**src/rtl/gis_pkg.sv**
```systemverilog
// Constants for the second interrupt status and mask register block
package gis_pkg;
   // Register byte offsets on the Avalon-MM slave
   localparam logic [3:0] GIS_OFF_STATUS = 4'h0;
   localparam logic [3:0] GIS_OFF_CLEAR  = 4'h4;
   localparam logic [3:0] GIS_OFF_ENABLE = 4'h8;
   localparam logic [3:0] GIS_OFF_MODE   = 4'hc;
   // Read-side bit positions
   localparam int GIS_B_SRQ_IN   = 6;
   localparam int GIS_B_LOCKOUT  = 5;
   localparam int GIS_B_REMOTE   = 4;
   localparam int GIS_B_CMD_OUT  = 3;
   localparam int GIS_B_LOCK_CHG = 2;
   localparam int GIS_B_RMT_CHG  = 1;
   localparam int GIS_B_ADDR_CHG = 0;
   // Write-side positions of the unused transfer enables
   localparam int GIS_B_DMA_OUT  = 5;
   localparam int GIS_B_DMA_IN   = 4;
   // Mode register positions
   localparam int GIS_B_LON  = 6;
   localparam int GIS_B_TON  = 7;
   // Field masks and reset values
   localparam logic [7:0] GIS_EVT_MASK  = 8'h4f;
   localparam logic [7:0] GIS_EN_MASK   = 8'h7f;
   localparam logic [7:0] GIS_MODE_MASK = 8'hc0;
   localparam logic [7:0] GIS_RST_BYTE  = 8'h00;
   localparam logic [31:0] GIS_RD_ZERO  = 32'h0000_0000;
   // Remote/local function states
   typedef enum logic [1:0] {
      GIS_LOC      = 2'b00,
      GIS_RMT      = 2'b01,
      GIS_RMT_LOCK = 2'b10,
      GIS_LOC_LOCK = 2'b11
   } gis_rl_t;
endpackage

```
**src/rtl/gis_top.sv**
```systemverilog
// Second interrupt status and mask register with remote/local tracking
//
// Behaviour
// - Set service request flag on controller-side request
// - Service request flag only while controller in charge
// - Reading the register clears returned event flags
// - Reset clears request, lockout, remote, address flags
// - Bit 5 shows lockout in either lockout state
// - Lockout indication never raises an interrupt
// - Bit 4 shows remote in remote states
// - Remote entered only with enable and listener addressing
// - Command-out set when active and generate coincide
// - Command-out cleared by read or leaving states
// - Command-out set means command register is empty
// - Lockout-change set on any lockout transition
// - Remote-change set on any remote transition
// - Address-change set on any address status change
// - Address-change suppressed in listen-only or talk-only
// - Write bits 6 and 3..0 enable matching event interrupts
//
// Decided for this implementation: the Avalon-MM interface to the registers and the address map.
`timescale 1ns/1ps
`default_nettype none
module gis_top
   import gis_pkg::*;
(
   input  wire logic        mclk,
   input  wire logic        reset,
   input  wire logic        ce,
   // Avalon-MM slave
   input  wire logic [3:0]  avs_address,
   input  wire logic        avs_read,
   input  wire logic        avs_write,
   input  wire logic [31:0] avs_writedata,
   input  wire logic [3:0]  avs_byteenable,
   output var  logic [31:0] avs_readdata,
   output var  logic        avs_waitrequest,
   output var  logic        irq,
   // Bus pins, active low
   input  wire logic        bus_srq_n,
   input  wire logic        bus_ren_n,
   // Interface function states on this clock
   input  wire logic        controller_in_charge_bit,
   input  wire logic        request_service,
   input  wire logic        data_valid,
   input  wire logic        controller_active_state,
   input  wire logic        source_generate_state,
   input  wire logic        listener_addressed,
   input  wire logic        lockout_cmd,
   input  wire logic        go_to_local_cmd,
   input  wire logic        return_to_local,
   input  wire logic        talker_active_bit,
   input  wire logic        listener_active_bit,
   input  wire logic        major_minor_address_bit,
   // Status toward the rest of the chip
   output var  logic        lockout_indication,
   output var  logic        remote_indication,
   output var  logic        command_output_register_empty
);

   ////////////////////////////////////////////////////////////////////////
   // Pin synchronisers

   logic srq_n_lvl;
   logic ren_n_lvl;
   logic bus_srq;
   logic bus_ren;

   gis_sync #(.RST_LVL(1'b1)) u_sync_srq (
      .mclk  (mclk),
      .reset (reset),
      .ce    (ce),
      .pin   (bus_srq_n),
      .level (srq_n_lvl)
   );

   gis_sync #(.RST_LVL(1'b1)) u_sync_ren (
      .mclk  (mclk),
      .reset (reset),
      .ce    (ce),
      .pin   (bus_ren_n),
      .level (ren_n_lvl)
   );

   assign bus_srq = ~srq_n_lvl;
   assign bus_ren = ~ren_n_lvl;

   ////////////////////////////////////////////////////////////////////////
   // Avalon-MM slave: one wait cycle per access

   logic        wait_q;
   logic        wait_d;
   logic [31:0] rdata_q;
   logic [31:0] rdata_d;
   logic        req;
   logic        take;
   logic        wr_take;
   logic        rd_take;
   logic        lane0;
   logic [7:0]  wbyte;
   logic        sel_status;
   logic        sel_clear;
   logic        sel_enable;
   logic        sel_mode;

   assign req        = avs_read | avs_write;
   assign take       = req & ~wait_q;
   assign wr_take    = take & avs_write;
   assign rd_take    = take & avs_read;
   assign lane0      = avs_byteenable[0];
   assign wbyte      = avs_writedata[7:0];
   assign sel_status = (avs_address == GIS_OFF_STATUS);
   assign sel_clear  = (avs_address == GIS_OFF_CLEAR);
   assign sel_enable = (avs_address == GIS_OFF_ENABLE);
   assign sel_mode   = (avs_address == GIS_OFF_MODE);

   // Low for exactly one cycle, after one cycle of wait
   assign wait_d = ~(req & wait_q);

   ////////////////////////////////////////////////////////////////////////
   // Software registers

   logic [7:0] en_q;
   logic [7:0] en_d;
   logic [7:0] mode_q;
   logic [7:0] mode_d;
   logic       wr_status;
   logic       wr_clear;
   logic       wr_mode;

   assign wr_status = wr_take & lane0 & sel_status;
   assign wr_clear  = wr_take & lane0 & sel_clear;
   assign wr_mode   = wr_take & lane0 & sel_mode;
   // Transfer enables are stored but drive nothing
   assign en_d   = wr_status ? (wbyte & GIS_EN_MASK) : en_q;
   assign mode_d = wr_mode ? (wbyte & GIS_MODE_MASK) : mode_q;

   always_ff @(posedge mclk) begin
      if (reset) begin
         wait_q  <= 1'b1;
         rdata_q <= GIS_RD_ZERO;
         en_q    <= GIS_RST_BYTE;
         mode_q  <= GIS_RST_BYTE;
      end else if (ce) begin
         wait_q  <= wait_d;
         rdata_q <= rdata_d;
         en_q    <= en_d;
         mode_q  <= mode_d;
      end
   end

   ////////////////////////////////////////////////////////////////////////
   // Remote/local function

   gis_rl_t rl_q;
   gis_rl_t rl_d;
   logic    enter_rmt;
   logic    gtl_addressed;
   logic    to_local;

   // Local button yields only while no lockout is in force
   assign enter_rmt     = listener_addressed & ~return_to_local;
   assign gtl_addressed = go_to_local_cmd & listener_addressed;
   assign to_local      = return_to_local | gtl_addressed;

   always_comb begin
      rl_d = rl_q;
      if (!bus_ren) begin
         rl_d = GIS_LOC;
      end else begin
         case (rl_q)
            GIS_LOC: begin
               if (enter_rmt) begin
                  rl_d = lockout_cmd ? GIS_RMT_LOCK : GIS_RMT;
               end else if (lockout_cmd) begin
                  rl_d = GIS_LOC_LOCK;
               end
            end
            GIS_RMT: begin
               if (lockout_cmd) begin
                  rl_d = GIS_RMT_LOCK;
               end else if (to_local) begin
                  rl_d = GIS_LOC;
               end
            end
            GIS_RMT_LOCK: begin
               if (gtl_addressed) begin
                  rl_d = GIS_LOC_LOCK;
               end
            end
            GIS_LOC_LOCK: begin
               // Lockout keeps the local button from releasing control
               if (listener_addressed) begin
                  rl_d = GIS_RMT_LOCK;
               end
            end
            default: begin
               rl_d = GIS_LOC;
            end
         endcase
      end
   end

   logic lock_now;
   logic rmt_now;

   assign lock_now = (rl_q == GIS_LOC_LOCK) |
                     (rl_q == GIS_RMT_LOCK);
   assign rmt_now  = (rl_q == GIS_RMT) |
                     (rl_q == GIS_RMT_LOCK);

   ////////////////////////////////////////////////////////////////////////
   // Event detection

   logic       lock_q;
   logic       rmt_q;
   logic       srq_cond_q;
   logic       co_cond_q;
   logic [3:0] addr_stat_q;
   logic [3:0] addr_stat_now;
   logic       srq_cond;
   logic       co_cond;
   logic       only_mode;
   logic       set_srq_in;
   logic       set_cmd_out;
   logic       set_lock_chg;
   logic       set_rmt_chg;
   logic       set_addr_chg;
   logic       rd_status;
   logic [6:0] set_vec;
   logic [6:0] clr_vec;
   logic [6:0] flags;

   assign srq_cond = controller_in_charge_bit & bus_srq &
                     ~(request_service & data_valid);
   assign co_cond  = controller_active_state & source_generate_state;
   assign addr_stat_now = {controller_in_charge_bit, listener_active_bit,
                           talker_active_bit, major_minor_address_bit};
   assign only_mode = mode_q[GIS_B_LON] | mode_q[GIS_B_TON];

   // Request and command-out fire on the rising edge of their condition
   assign set_srq_in   = srq_cond & ~srq_cond_q;
   assign set_cmd_out  = co_cond & ~co_cond_q;
   assign set_lock_chg = lock_now ^ lock_q;
   assign set_rmt_chg  = rmt_now ^ rmt_q;
   // Address bits are tracked while suppressed, so no stale event later
   assign set_addr_chg = (addr_stat_now != addr_stat_q) &
                         ~only_mode;
   assign rd_status    = rd_take & sel_status;

   always_comb begin
      set_vec = '0;
      set_vec[GIS_B_SRQ_IN]   = set_srq_in;
      set_vec[GIS_B_CMD_OUT]  = set_cmd_out;
      set_vec[GIS_B_LOCK_CHG] = set_lock_chg;
      set_vec[GIS_B_RMT_CHG]  = set_rmt_chg;
      set_vec[GIS_B_ADDR_CHG] = set_addr_chg;
   end

   // Only bits the read returned are cleared, so a late event survives
   always_comb begin
      clr_vec = '0;
      if (rd_status) begin
         clr_vec = rdata_q[6:0] & GIS_EVT_MASK[6:0];
      end
      if (wr_clear) begin
         clr_vec = clr_vec | (wbyte[6:0] & GIS_EVT_MASK[6:0]);
      end
      clr_vec[GIS_B_CMD_OUT] = clr_vec[GIS_B_CMD_OUT] | ~co_cond;
   end

   genvar gi;
   generate
      for (gi = 0; gi < 7; gi++) begin : g_flag
         if (GIS_EVT_MASK[gi]) begin : g_evt
            gis_flag u_flag (
               .mclk  (mclk),
               .reset (reset),
               .ce    (ce),
               .set   (set_vec[gi]),
               .clr   (clr_vec[gi]),
               .flag  (flags[gi])
            );
         end else begin : g_none
            assign flags[gi] = 1'b0;
         end
      end
   endgenerate

   ////////////////////////////////////////////////////////////////////////
   // Read data and interrupt

   logic [7:0] status_rd;
   logic       rd_early;
   logic       irq_d;

   always_comb begin
      status_rd = {1'b0, flags};
      status_rd[GIS_B_LOCKOUT] = lock_q;
      status_rd[GIS_B_REMOTE]  = rmt_q;
   end

   // Data is latched in the wait cycle and stands in the answer cycle
   assign rd_early = req & wait_q & avs_read;

   always_comb begin
      rdata_d = GIS_RD_ZERO;
      if (rd_early) begin
         if (sel_status) begin
            rdata_d[7:0] = status_rd;
         end else if (sel_enable) begin
            rdata_d[7:0] = en_q;
         end else if (sel_mode) begin
            rdata_d[7:0] = mode_q;
         end
      end
   end

   // Status bits 5 and 4 are excluded from the gate
   assign irq_d = |(flags & en_q[6:0] & GIS_EVT_MASK[6:0]);

   always_ff @(posedge mclk) begin
      if (reset) begin
         rl_q        <= GIS_LOC;
         lock_q      <= 1'b0;
         rmt_q       <= 1'b0;
         srq_cond_q  <= 1'b0;
         co_cond_q   <= 1'b0;
         addr_stat_q <= '0;
         irq        <= 1'b0;
         command_output_register_empty <= 1'b0;
      end else if (ce) begin
         rl_q        <= rl_d;
         lock_q      <= lock_now;
         rmt_q       <= rmt_now;
         srq_cond_q  <= srq_cond;
         co_cond_q   <= co_cond;
         addr_stat_q <= addr_stat_now;
         irq         <= irq_d;
         command_output_register_empty <= flags[GIS_B_CMD_OUT];
      end
   end

   assign avs_readdata       = rdata_q;
   assign avs_waitrequest    = wait_q;
   assign lockout_indication = lock_q;
   assign remote_indication  = rmt_q;
endmodule // gis_top
`default_nettype wire

```
**src/rtl/gis_sync.sv**
```systemverilog
// Three-stage pin synchroniser that accepts a level once the second and third stages agree
`timescale 1ns/1ps
`default_nettype none
module gis_sync
   import gis_pkg::*;
#(
   parameter logic RST_LVL = 1'b1
) (
   input  wire logic mclk,
   input  wire logic reset,
   input  wire logic ce,
   input  wire logic pin,
   output var  logic level
);
   logic s1_q;
   logic s2_q;
   logic s3_q;
   logic lvl_q;

   // First stage feeds only the second
   always_ff @(posedge mclk) begin
      if (reset) begin
         s1_q  <= RST_LVL;
         s2_q  <= RST_LVL;
         s3_q  <= RST_LVL;
         lvl_q <= RST_LVL;
      end else if (ce) begin
         s1_q <= pin;
         s2_q <= s1_q;
         s3_q <= s2_q;
         if (s2_q == s3_q) begin
            lvl_q <= s3_q;
         end
      end
   end

   assign level = lvl_q;
endmodule // gis_sync
`default_nettype wire

```
**src/rtl/gis_flag.sv**
```systemverilog
// One sticky event flag: set wins over clear
`timescale 1ns/1ps
`default_nettype none
module gis_flag
   import gis_pkg::*;
(
   input  wire logic mclk,
   input  wire logic reset,
   input  wire logic ce,
   input  wire logic set,
   input  wire logic clr,
   output var  logic flag
);
   logic flag_q;
   logic flag_d;

   assign flag_d = set | (flag_q & ~clr);

   always_ff @(posedge mclk) begin
      if (reset) begin
         flag_q <= 1'b0;
      end else if (ce) begin
         flag_q <= flag_d;
      end
   end

   assign flag = flag_q;
endmodule // gis_flag
`default_nettype wire

```
**config.mk**
```make
export PLATFORM = sky130hd
export DESIGN_NAME = gis_top
export DESIGN_NICKNAME = d
export VERILOG_FILES = /design/src/rtl/gis_pkg.sv /design/src/rtl/gis_top.sv /design/src/rtl/gis_sync.sv /design/src/rtl/gis_flag.sv
export SDC_FILE = /design/constraint.sdc
export NUM_CORES = 1
export LEC_CHECK = 0
export BUFFER_PORTS_ARGS = -buffer_cell sky130_fd_sc_hd__clkbuf_2
export CORE_MARGIN = 10
export CORE_UTILIZATION = 47
export CTS_CLUSTER_DIAMETER = 200
export DETAILED_ROUTE_END_ITERATION = 8
export PLACE_DENSITY = 0.85
export SYNTH_ARGS = -nofsm -noshare
export SYNTH_HDL_FRONTEND = slang
export SYNTH_SLANG_ARGS = --single-unit
```
**constraint.sdc**
```tcl
create_clock -name mclk -period 1.66 [get_ports mclk]
set_input_delay 0.332 -clock mclk [delete_from_list [all_inputs] [get_ports mclk]]
set_output_delay 0.332 -clock mclk [all_outputs]
set_load 0.005 [all_outputs]
```
==> reports/metrics.cfg <==
[clock_network]
clock_latency_ns=0.30
postCtsHoldBufs=0
cts_root_buf=clkbuf_8
cts_tree=built
clockBufferDepth=2
numCtsBuffers=5
cts_sinks=43
path_clk_slew_ns=0.08
h-tree-depth=2

[cells_and_area]
stdcell_area_um2=2590
diodes=0
final_util_pct=55.7
nets=374
synthToLayoutAreaGrowth_pct=15.8
drive_above_1_share_pct=26.0

[drt]
drt_iter0_markers=142
avgViaCountPerCell=5.34
drt-pass1-iter-count=5
drcViolationCount=0
vias=1948
route.detailed.wl_per_inst_um=15.0
wirelength_mm=5.48
final_antenna_net_count=0

[sta]
post-route-period-util_pct=93.5
finClkSkew_ns=0.0114
fmax_mhz=644
fin_ws_ns=0.108
drv_slew=0
rsz0062_at_grt=no
setup_viol=0
fin_crit_ns=1.55
hold_violations=0

[worst_setup_path]
slowest_stage=dfxtp_1
cp-start-kind=flop
cpPeakStageDelay_ns=0.33
path_cells=inv_1, ha_1, nor3b_2, o21ai_0, or2_2, a31oi_1
cp.required_ns=1.88
critical_path.top_delay_family=simple AND/OR/NAND/NOR gates
worstSetupEndpointType=flop
crit_fanout=4
crit_type=reg -> reg
crit_buf_inv=1
arrival_ns=1.77

[floorplanning]
core-area_um2=4660
pin_count=96
rows=25
die_area_um2=7930
start_util_pct=48.1
dieWidth_um=89.1
die_height_um=89.1

[place]
io_buffers=44
gp_congestion=0.847
hpwl_mm=4.41
placed_cell_area_um2=2500
post-place-ws_ns=-0.00451

[yosys]
ys.warnings.count=0
synth_area_leaders=dfxtp_1 (38%), buf_4 (8.0%), mux2i_1 (7.1%), nand2_1 (4.0%), nor2_1 (4.0%)
synth_edf_count=0
synth_top_area_share_pct=38.4
synthArstFlopShare_pct=0
synthesis.area_um2=2240
synth_seq_area_share_pct=38.4
synthCells=256
synthFlopType=dfxtp_1
synth-seq-cells=43
synth_area_per_cell_um2=8.75
synth_top_cell_by_area=dfxtp_1
synth_most_common_cell=dfxtp_1
yosysUniqueCellTypes=45
synth_commonest_cells=dfxtp_1 (43), buf_4 (24), nand2_1 (24), nor2_1 (24)

[global_route]
grt_max_degree=22
grt_usage_pct=13.8
grt_pass1_wl_mm=8.78
grt.overflow.total=0
grt_pass1_vias=1943
antenna_found_initial=0

[hold_path]
worstHoldPathType=in -> reg

[power]
p_int_uw=1440
ir_worst_vdd_mv=0.525
total_power_uw=1940
p_comb_share_pct=11.5
clockPowerShare_pct=33.3
leakage_uw=0.00114
p_sw_share_pct=25.7
seqPwrFrac_pct=55.2
power_density_nw_per_um2=749
switchingPower_uw=500

[run_status]
status=complete, no violations

[run]
maxCapViolations=0

## final cells by class
type | instances | area (um^2)
Multi-Input combinational cell | 189 | 1200
Sequential cell | 43 | 862
Inverter | 11 | 41.3
Fill cell | 437 | 2070
Clock inverter | 2 | 12.5
Clock buffer | 6 | 72.6
Tap cell | 54 | 67.6
Timing Repair Buffer | 60 | 340
## power groups by stage
| stage | Sequential, uW | Clock [uW] | Combinational (uW) |
|---|---|---|---|
| 6_report | 1070 | 647 | 224 |
| 5_1_grt | 1080 | 698 | 248 |
| 4_1_cts | 1070 | 659 | 220 |
| 3_5_place_dp | 1100 | 0 | 220 |
| 3_3_place_gp | 1100 | 0 | 214 |
| 2_1_floorplan | 1090 | 0 | 163 |
## timing repair
action	4_1_cts	5_1_grt
gates resized for setup	0	4
setup buffers	0	0
endpoints found under the setup margin	0	2
## layout by cell type, fill, tap and decap left out, types with 3 or more instances in the layout
cell type / synthesis / final
clkbuf_2: 0 / 44
dfxtp_1: 43 / 42
nor2_1: 24 / 24
nand2_1: 24 / 24
conb_1: 1 / 24
mux2i_1: 16 / 16
a21oi_1: 16 / 16
buf_4: 24 / 16
nand3_1: 13 / 13
inv_1: 11 / 11
a22oi_1: 8 / 8
o21ai_0: 7 / 7
ha_1: 5 / 5
clkbuf_8: 0 / 5
mux2_2: 4 / 4
xor2_1: 4 / 4
nor4_1: 3 / 3
a31oi_1: 3 / 3
a221o_2: 3 / 3
a311oi_1: 3 / 3
## final timing paths
kind / from / cells past startpoint / slack [ns] / end
worst max-delay path: rl_q[1] / 6 / 0.11 / rl_q[0]
worst min-delay path: bus_ren_n / 3 / 0.26 / u_sync_ren.s1_q
worst max register to register: rl_q[1] / 6 / 0.11 / rl_q[0]
worst min register to register: en_q[5] / 2 / 0.46 / en_q[5]
## per-stage QoR
step                       TNS, ns  std cells  hold WS [ns]
after floorplan                  0        279         0.433
after global placement           0        357         0.445
after detailed placement  -0.00451        357         0.452
after CTS                        0        365         0.250
after global routing             0        365         0.273
final                            0        365         0.255
## tightest hold or removal path, cell delays in order
cell      delay (ns)
clkbuf_2        0.07
mux2i_1         0.05
nand2_1         0.06
## per-layer routing
| layer | global-route usage (%) | part of all wire, % | vias to the layer above |
|---|---|---|---|
| li1 | - | - | 968 |
| met1 | 15.6 | 41 | 889 |
| met2 | 23.7 | 48 | 82 |
| met3 | 5.01 | 10 | 9 |
| met4 | 3.90 | 1.3 | 0 |
| met5 | 0 | 0 | - |
## registers in the layout, summed over array words and instances (netlist names)
name,cells
u_sync_srq.s3_q,1
rl_q,2
en_q,7
addr_stat_q,4
remote_indication,1
u_sync_srq.s1_q,1
u_sync_srq.s2_q,1
lockout_indication,1
co_cond_q,1
u_sync_ren.s2_q,1
u_sync_srq.level,1
irq,1
avs_waitrequest,1
command_output_register_empty,1
u_sync_ren.level,1
mode_q,2
u_sync_ren.s1_q,1
srq_cond_q,1
g_flag.g_evt.u_flag.flag,5
u_sync_ren.s3_q,1
avs_readdata,8
## kinds of logic (layout without fill, tap and decap cells)
group,count (synthesis),count (layout),synth area share (%)
adders and majority gates,5,5,2.79
xor gates and xnor gates,6,6,2.35
AOI/OAI and AO/OA,54,54,16.8
muxes,20,20,9.16
and+or+nand+nor,80,80,17.9
other,1,24,0.167
buffers and inverters,47,79,12.5
DFF,43,43,38.4
No activity file was read; power rests on OpenSTA's default activity.
